**config.mk**
```make
export PLATFORM = sky130hd
export DESIGN_NAME = pwm_forced_output_stop
export DESIGN_NICKNAME = d
export VERILOG_FILES = /design/src/include/pwm_stop_pkg.sv /design/src/design/edge_sync.sv /design/src/design/pwm_forced_output_stop.sv
export SDC_FILE = /design/constraint.sdc
export NUM_CORES = 1
export LEC_CHECK = 0
export BUFFER_PORTS_ARGS = -buffer_cell sky130_fd_sc_hd__buf_2
export CELL_PAD_IN_SITES_DETAIL_PLACEMENT = 1
export CELL_PAD_IN_SITES_GLOBAL_PLACEMENT = 1
export CORE_AREA = 2 2 130 132
export CTS_BUF_LIST = sky130_fd_sc_hd__clkbuf_16
export CTS_CLUSTER_DIAMETER = 150
export DETAILED_ROUTE_END_ITERATION = 12
export DIE_AREA = 0 0 132 134
export GPL_TIMING_DRIVEN = 0
export PLACE_DENSITY = 0.88
export SLEW_MARGIN = 20
export SYNTH_ARGS = -nofsm -noshare
export SYNTH_HDL_FRONTEND = slang
export SYNTH_HIERARCHICAL = 1
export SYNTH_SLANG_ARGS = --single-unit
```
**constraint.sdc**
```tcl
create_clock -name pclk -period 9.25 [get_ports pclk]
set_input_delay 0.925 -clock pclk [delete_from_list [all_inputs] [get_ports pclk]]
set_output_delay 0.925 -clock pclk [all_outputs]
set_load 0.005 [all_outputs]
```
**src/include/pwm_stop_pkg.sv**
```systemverilog
// Package: register map, field layouts, timing counts and carrier types
package pwm_stop_pkg;
	localparam int unsigned CLK_HZ = 200_000_000;
	localparam int unsigned PWM_PERIOD_NS = 20_000;
	localparam int unsigned PWM_PERIOD_CYC = PWM_PERIOD_NS / 5;
	localparam int unsigned PWM_DUTY_PCT = 50;
	localparam int unsigned PWM_HIGH_CYC = PWM_PERIOD_CYC * PWM_DUTY_PCT / 100;
	localparam int unsigned TICK_MS = 10;
	localparam int unsigned TICK_CYC = CLK_HZ / 1000 * TICK_MS;

	localparam logic [7:0] ADDR_RESET_CTL = 8'h00;
	localparam logic [7:0] ADDR_CONTROL = 8'h04;
	localparam logic [7:0] ADDR_STATUS = 8'h08;
	localparam logic [7:0] ADDR_IRQ_STAT = 8'h0c;
	localparam logic [7:0] ADDR_IRQ_MASK = 8'h10;
	localparam logic [7:0] ADDR_PERIOD = 8'h14;
	localparam logic [7:0] ADDR_DUTY = 8'h18;

	localparam int RST_BIT = 0;
	localparam logic [7:0] RESET_CTL_RST = 8'h01;
	localparam int CTL_RELEASE1 = 0;
	localparam int CTL_DEFAULT_LVL = 1;
	localparam int CTL_ACTIVE_LOW = 2;
	localparam logic [7:0] CONTROL_RST = 8'h00;

	localparam int EV_STOP1 = 0;
	localparam int EV_STOP2 = 1;
	localparam int EV_CMP_RISE = 2;
	localparam int EV_CMP_FALL = 3;
	localparam int EV_RESTART = 4;
	localparam int EV_TICK = 5;
	localparam int EV_PERIOD = 6;
	localparam int NUM_EV = 7;

	typedef struct packed {
		logic [2:0] cmp;
		logic [2:0] stop;
		logic [2:0] restart;
	} pin_sync_t;

	typedef struct packed {
		logic out;
		logic oe;
	} pin_drive_t;
endpackage

```
**src/design/edge_sync.sv**
```systemverilog
// Three-stage pin synchroniser with agreed-edge detection
`timescale 1ns/100ps
module edge_sync
	import pwm_stop_pkg::*;
#(
	parameter logic RST_LVL = 1'b0
)
(
	input wire logic pclk,
	input wire logic presetn,
	input wire logic pin,
	output logic level,
	output logic rise,
	output logic fall
);
	typedef struct packed {
		logic [2:0] sh;
		logic level;
		logic rise;
		logic fall;
	} sync_st_t;

	sync_st_t st_r;
	sync_st_t st_nxt;

	always_comb
	begin
		st_nxt = st_r;
		st_nxt.sh = {st_r.sh[1:0], pin};
		st_nxt.rise = 1'b0;
		st_nxt.fall = 1'b0;
		if (st_r.sh[1] == st_r.sh[2] && st_r.sh[2] != st_r.level)
		begin
			st_nxt.level = st_r.sh[2];
			st_nxt.rise = st_r.sh[2];
			st_nxt.fall = ~st_r.sh[2];
		end
	end

	always_ff @(posedge pclk or negedge presetn)
	begin
		if (!presetn)
			st_r <= '{sh: {3{RST_LVL}}, level: RST_LVL, rise: 1'b0, fall: 1'b0};
		else
			st_r <= st_nxt;
	end

	assign level = st_r.level;
	assign rise = st_r.rise;
	assign fall = st_r.fall;
endmodule

```
**src/design/pwm_forced_output_stop.sv**
```systemverilog
// PWM channel with comparator and pin forced output stop, APB registers
`timescale 1ns/100ps
// Contract
// - Comparator rise enters stop one, Hi-Z
// - Release write resumes output next period
// - Stop pin fall enters stop two, low
// - Stop two ends period after pin rises
// - 20 us period, 50 percent duty
// - Standalone, default low, active high
// - Restart pin rising restarts counter, waveform
// - Stop one type 4, stop two type 2
// - Comparator triggers one, stop pin two
// - Comparator reports both edges
// - Interval tick every 10 ms
// - Reset bit one holds timer reset
// - Release honoured only with comparator low
module pwm_forced_output_stop
	import pwm_stop_pkg::*;
#(
	parameter int unsigned CNT_W = 16,
	parameter int unsigned TICK_COUNT = TICK_CYC
)
(
	input wire logic pclk,
	input wire logic presetn,
	input wire logic psel,
	input wire logic penable,
	input wire logic pwrite,
	input wire logic [31:0] paddr,
	input wire logic [31:0] pwdata,
	output logic [31:0] prdata,
	output logic pready,
	output logic pslverr,
	input wire logic overcurrent_comparator,
	input wire logic stop_trigger_input,
	input wire logic restart_trigger_input,
	output logic pwm_out_one,
	output logic pwm_out_one_oe,
	output logic irq
);
	typedef struct packed {
		logic [7:0] rst_ctl;
		logic [7:0] ctl;
		logic [CNT_W-1:0] period;
		logic [CNT_W-1:0] duty;
		logic [CNT_W-1:0] cnt;
		logic [31:0] tick_cnt;
		logic stop1;
		logic stop2;
		logic stop1_rel;
		logic stop2_rel;
		logic [NUM_EV-1:0] ev_stat;
		logic [NUM_EV-1:0] ev_mask;
		logic [31:0] rdata;
		logic ready;
		logic err;
		pin_drive_t drv;
		logic irq;
	} state_t;

	state_t st_r;
	state_t st_nxt;
	logic cmp_lvl, cmp_rise, cmp_fall;
	logic stp_lvl, stp_rise, stp_fall;
	logic rs_rise;

	function automatic logic addr_hit(input logic [31:0] a, input logic [7:0] off);
		addr_hit = (a[31:8] == 24'h000000) && (a[7:0] == off);
	endfunction

	function automatic logic mapped(input logic [31:0] a);
		mapped = addr_hit(a, ADDR_RESET_CTL) || addr_hit(a, ADDR_CONTROL) ||
			addr_hit(a, ADDR_STATUS) || addr_hit(a, ADDR_IRQ_STAT) ||
			addr_hit(a, ADDR_IRQ_MASK) || addr_hit(a, ADDR_PERIOD) ||
			addr_hit(a, ADDR_DUTY);
	endfunction

	edge_sync u_cmp_sync
	(
		.pclk(pclk),
		.presetn(presetn),
		.pin(overcurrent_comparator),
		.level(cmp_lvl),
		.rise(cmp_rise),
		.fall(cmp_fall)
	);

	edge_sync #(.RST_LVL(1'b1)) u_stop_sync
	(
		.pclk(pclk),
		.presetn(presetn),
		.pin(stop_trigger_input),
		.level(stp_lvl),
		.rise(stp_rise),
		.fall(stp_fall)
	);

	edge_sync u_restart_sync
	(
		.pclk(pclk),
		.presetn(presetn),
		.pin(restart_trigger_input),
		.level(),
		.rise(rs_rise),
		.fall()
	);

	always_comb
	begin
		logic wr_en;
		logic rd_en;
		logic timer_rst;
		logic period_end;
		logic wave;
		logic [NUM_EV-1:0] ev;
		logic [NUM_EV-1:0] w1c;
		wr_en = 1'b0;
		rd_en = 1'b0;
		timer_rst = 1'b0;
		period_end = 1'b0;
		wave = 1'b0;
		ev = '0;
		w1c = '0;
		st_nxt = st_r;
		st_nxt.ready = 1'b0;
		st_nxt.err = 1'b0;
		st_nxt.ctl[CTL_RELEASE1] = 1'b0;

		// APB access phase, one wait state
		if (psel && penable && !st_r.ready)
		begin
			st_nxt.ready = 1'b1;
			st_nxt.err = ~mapped(paddr);
			wr_en = pwrite && mapped(paddr);
			rd_en = ~pwrite;
		end
		if (rd_en)
		begin
			st_nxt.rdata = 32'h00000000;
			if (addr_hit(paddr, ADDR_RESET_CTL))
				st_nxt.rdata[7:0] = st_r.rst_ctl;
			if (addr_hit(paddr, ADDR_CONTROL))
				st_nxt.rdata[7:0] = st_r.ctl;
			if (addr_hit(paddr, ADDR_STATUS))
				st_nxt.rdata[4:0] = {cmp_lvl, stp_lvl, st_r.stop2, st_r.stop1,
					st_r.drv.oe};
			if (addr_hit(paddr, ADDR_IRQ_STAT))
				st_nxt.rdata[NUM_EV-1:0] = st_r.ev_stat;
			if (addr_hit(paddr, ADDR_IRQ_MASK))
				st_nxt.rdata[NUM_EV-1:0] = st_r.ev_mask;
			if (addr_hit(paddr, ADDR_PERIOD))
				st_nxt.rdata[CNT_W-1:0] = st_r.period;
			if (addr_hit(paddr, ADDR_DUTY))
				st_nxt.rdata[CNT_W-1:0] = st_r.duty;
		end
		if (wr_en)
		begin
			if (addr_hit(paddr, ADDR_RESET_CTL))
				st_nxt.rst_ctl = {7'h00, pwdata[RST_BIT]};
			if (addr_hit(paddr, ADDR_CONTROL))
				st_nxt.ctl = {5'h00, pwdata[2:0]};
			if (addr_hit(paddr, ADDR_IRQ_STAT))
				w1c = pwdata[NUM_EV-1:0];
			if (addr_hit(paddr, ADDR_IRQ_MASK))
				st_nxt.ev_mask = pwdata[NUM_EV-1:0];
			if (addr_hit(paddr, ADDR_PERIOD))
				st_nxt.period = pwdata[CNT_W-1:0];
			if (addr_hit(paddr, ADDR_DUTY))
				st_nxt.duty = pwdata[CNT_W-1:0];
		end

		timer_rst = st_r.rst_ctl[RST_BIT];

		// Interval tick, independent of the PWM timer
		if (st_r.tick_cnt >= TICK_COUNT - 1)
		begin
			st_nxt.tick_cnt = 32'h00000000;
			ev[EV_TICK] = 1'b1;
		end
		else
			st_nxt.tick_cnt = st_r.tick_cnt + 32'h00000001;

		ev[EV_CMP_RISE] = cmp_rise;
		ev[EV_CMP_FALL] = cmp_fall;

		if (timer_rst)
		begin
			st_nxt.cnt = '0;
			st_nxt.stop1 = 1'b0;
			st_nxt.stop2 = 1'b0;
			st_nxt.stop1_rel = 1'b0;
			st_nxt.stop2_rel = 1'b0;
		end
		else
		begin
			period_end = (st_r.cnt >= st_r.period - 1'b1);
			if (rs_rise)
			begin
				st_nxt.cnt = '0;
				ev[EV_RESTART] = 1'b1;
			end
			else if (period_end)
				st_nxt.cnt = '0;
			else
				st_nxt.cnt = st_r.cnt + 1'b1;
			ev[EV_PERIOD] = period_end;

			// Stop one: type 4, comparator sourced, software release
			if (st_r.stop1 && st_r.stop1_rel && period_end)
			begin
				st_nxt.stop1 = 1'b0;
				st_nxt.stop1_rel = 1'b0;
			end
			if (st_r.stop1 && wr_en && addr_hit(paddr, ADDR_CONTROL) &&
				pwdata[CTL_RELEASE1] && !cmp_lvl)
				st_nxt.stop1_rel = 1'b1;
			if (cmp_rise)
			begin
				st_nxt.stop1 = 1'b1;
				st_nxt.stop1_rel = 1'b0;
				ev[EV_STOP1] = 1'b1;
			end

			// Stop two: type 2, pin sourced, release after pin rise
			if (st_r.stop2 && st_r.stop2_rel && period_end)
			begin
				st_nxt.stop2 = 1'b0;
				st_nxt.stop2_rel = 1'b0;
			end
			if (st_r.stop2 && stp_rise)
				st_nxt.stop2_rel = 1'b1;
			if (stp_fall)
			begin
				st_nxt.stop2 = 1'b1;
				st_nxt.stop2_rel = 1'b0;
				ev[EV_STOP2] = 1'b1;
			end
		end

		// Output stage
		wave = (st_r.cnt < st_r.duty) ^ st_r.ctl[CTL_ACTIVE_LOW];
		if (timer_rst)
		begin
			st_nxt.drv.oe = 1'b1;
			st_nxt.drv.out = st_r.ctl[CTL_DEFAULT_LVL];
		end
		else if (st_r.stop1)
		begin
			st_nxt.drv.oe = 1'b0;
			st_nxt.drv.out = 1'b0;
		end
		else if (st_r.stop2)
		begin
			st_nxt.drv.oe = 1'b1;
			st_nxt.drv.out = 1'b0;
		end
		else
		begin
			st_nxt.drv.oe = 1'b1;
			st_nxt.drv.out = wave;
		end

		// Sticky events, set wins over clear
		st_nxt.ev_stat = (st_r.ev_stat & ~w1c) | ev;
		st_nxt.irq = |(st_nxt.ev_stat & st_nxt.ev_mask);
	end

	always_ff @(posedge pclk or negedge presetn)
	begin
		if (!presetn)
		begin
			st_r <= '0;
			st_r.rst_ctl <= RESET_CTL_RST;
			st_r.ctl <= CONTROL_RST;
			st_r.period <= CNT_W'(PWM_PERIOD_CYC);
			st_r.duty <= CNT_W'(PWM_HIGH_CYC);
			st_r.drv.oe <= 1'b1;
		end
		else
			st_r <= st_nxt;
	end

	assign prdata = st_r.rdata;
	assign pready = st_r.ready;
	assign pslverr = st_r.err;
	assign pwm_out_one = st_r.drv.out;
	assign pwm_out_one_oe = st_r.drv.oe;
	assign irq = st_r.irq;
endmodule

```
==> qor.csv <==
stage,metric,value,unit
cts,CTS root buffer,clkbuf_16,
critical_path,worst-path cell chain,nor4_1 > nand2_1 > or3_1 > or3_1 > nor3_1 > xnor2_1 > ha_1 > nand4_1 > o31ai_2 > or3_1 > clkbuf_1 > clkbuf_1 > nor2_1,
power,leakage,0.00410,uW
critical_path,worst path required time,9.54,ns
critical_path,Bufs and invs on worst path,2,
placed_design,placed cell count,997,
cts,Post-CTS Repair Setup Buffers,0,
critical_path,kind of end point of the critical path,flop,
timing,Fin Hold WS,0.351,ns
min_path,Hold Startpoint,u_restart_sync/st_nxt[4],
cts,H-tree Lvls,4,
critical_path,"setup slack, reg-to-reg",4.65,ns
critical_path,startpoint types,flop,
cts,Clock Latency Late Sink,0.44,ns
critical_path,Worst Path Arrival,4.89,ns
layout,# nets final,902,
synthesis,Synth Cell Area,0.00712,mm^2
floorplan,die area,0.0177,mm^2
grt,total track usage,0.238,
power,Peak VDD IR,0.138,mV
floorplan,Die X,132,um
grt,first-pass GRT wire length,32800,um
layout,diodes inserted,0,
critical_path,reg2reg end,st_r[98],
layout,Fill cells,1812,
cts,Hold Buf Count CTS,0,
cts,CTS tree,done,
drt,met3 routed WL,1010,um
critical_path,Critical-path top delay cell,o31ai_2,
critical_path,r2r worst-path depth,13,
floorplan,Initial Utilization,0.437,
synthesis,average size of a mapped cell,10.6,um^2
status,outcome,"complete, no violations",
placed_design,Placed Area,0.00791,mm^2
min_path,min-delay worst type,reg -> reg,
drt,Post-route DRC,0,
cts,"CTS clk-pin slew, worst paths",0.06,ns
grt,largest net degree at the start of global routing,73,
cts,clock sinks,140,
critical_path,CP Max Fanout,10,
timing,TNS Setup,0,ns
min_path,cell depth of the worst hold path,0,
drt,Routed Antenna Nets,0,
drt,top layer used by detailed routing,met4,
timing,RSZ-0062 raised after global routing,no,
drt,drt first pass iters,5,
timing,f_max,218,MHz
synthesis,synth warn,6,
critical_path,Crit path max-delay family,simple AND/OR/NAND/NOR gates,
grt,initial antenna violation count,0,
layout,post-route cell area,0.00849,mm^2
cts,CTS resizes,0,
job,number of max-cap violations,0,
drt,DRT iter0 DRCs,407,
layout,most frequent cells in the layout,"dfrtp_1, buf_2, nor2_1",
critical_path,CP dominant cell by count,or3_1,
drt,met2 wire length,10400,um
critical_path,max incr delay on CP,0.72,ns
power,Power Density,162,mW/mm^2
cts,clk buf depth,2,
timing,"Hold Vio Cnt, Final",0,
layout,"commonest non-fill, non-tap cell in the layout",dfrtp_1,
timing,post-route minimum period,4.60,ns
placed_design,I/O Buffers,76,
drt,Post-Route M1 WL,7980,um
placed_design,post-DP HPWL,13600,um
timing,Final Cycle Share,0.497,
floorplan,Die Ht,134,um
grt,grt total ovfl,0,
drt,Via Count,5749,
placed_design,placer congestion estimate,0.830,
power,Pwr Total,1380,uW
layout,Non-Filler Instances,1029,
drt,total wire length,20300,um
timing,Slew Limit Fails,0,
floorplan,# rows,47,
timing,Setup Skew,0.0147,ns
floorplan,num ports,109,
critical_path,WS Path Type,reg -> reg,
timing,Slew HR,0.336,
layout,share of cells above drive strength 1,0.241,
drt,drt wl/cell,19.7,um
timing,final setup vio count,0,
cts,cts bufs inserted,17,
min_path,Worst Hold End,u_restart_sync/st_nxt[5],
synthesis,Syn Inst Count,674,
drt,via/cell ratio,5.59,
grt,vias in the first global route,6147,
critical_path,worst r2r src,st_r[123],
floorplan,Core Footprint,0.0163,mm^2
timing,Tightest Pin Transition,0.987,ns
layout,Area Overhead vs Synth,19.3,%
[registers in the layout, indices dropped and copies added (netlist names), 2 cells and up]
register,count
u_stop_sync/st_nxt,2
u_restart_sync/st_nxt,2
u_cmp_sync/st_nxt,2
st_r,102
prdata,16
[worst max path at each step]
stage | start | endpoint | cells past startpoint
2_1_floorplan | st_r[123] | st_r[100] | 13
3_3_place_gp | st_r[123] | st_r[101] | 13
3_5_place_dp | st_r[123] | st_r[98] | 13
4_1_cts | st_r[123] | st_r[98] | 13
5_1_grt | st_r[123] | st_r[100] | 13
6_report | st_r[123] | st_r[98] | 13
[where the power goes]
part           leakage, uW  internal (uW)  total, uW  switching (uW)
logic              0.00206           32.3       72.1            39.8
registers          0.00176            626        635            9.34
clock network     0.000275            396        670             274
total              0.00410           1050       1380             324
[cell type report]
cell class	count	area, um^2	share of cell area
Inverter	26	97.6	0.0115
Buffer	50	320	0.0377
Sequential cell	140	3530	0.415
Multi-Input combinational cell	484	3280	0.387
Tap cell	220	275	0.0324
Timing Repair Buffer	77	418	0.0492
Clock buffer	17	425	0.0501
Clock inverter	15	148	0.0174
[per-layer routing]
metal | up-vias | global-route usage
met5 | - | 0
met4 | 0 | 0.135
met3 | 66 | 0.0438
met2 | 214 | 0.413
met1 | 2884 | 0.279
li1 | 2585 | -
[worst register-to-register path: stages (launching register included)]
cell and delay (ns):
dfrtp_1 0.46, nor4_1 0.45, nand2_1 0.14, or3_1 0.38, or3_1 0.41, nor3_1 0.29, xnor2_1 0.14, ha_1 0.29
nand4_1 0.14, o31ai_2 0.72, or3_1 0.22, clkbuf_1 0.29, clkbuf_1 0.42, nor2_1 0.11
[metrics by stage]
| step | setup WS [ns] | util |
|---|---|---|
| after floorplan | 5.78 | - |
| after global placement | 4.77 | 0.483 |
| after detailed placement | 4.58 | 0.486 |
| after CTS | 4.35 | 0.521 |
| after global routing | 4.44 | 0.521 |
| final | 4.65 | 0.521 |
No activity file was read; power rests on OpenSTA's default activity.
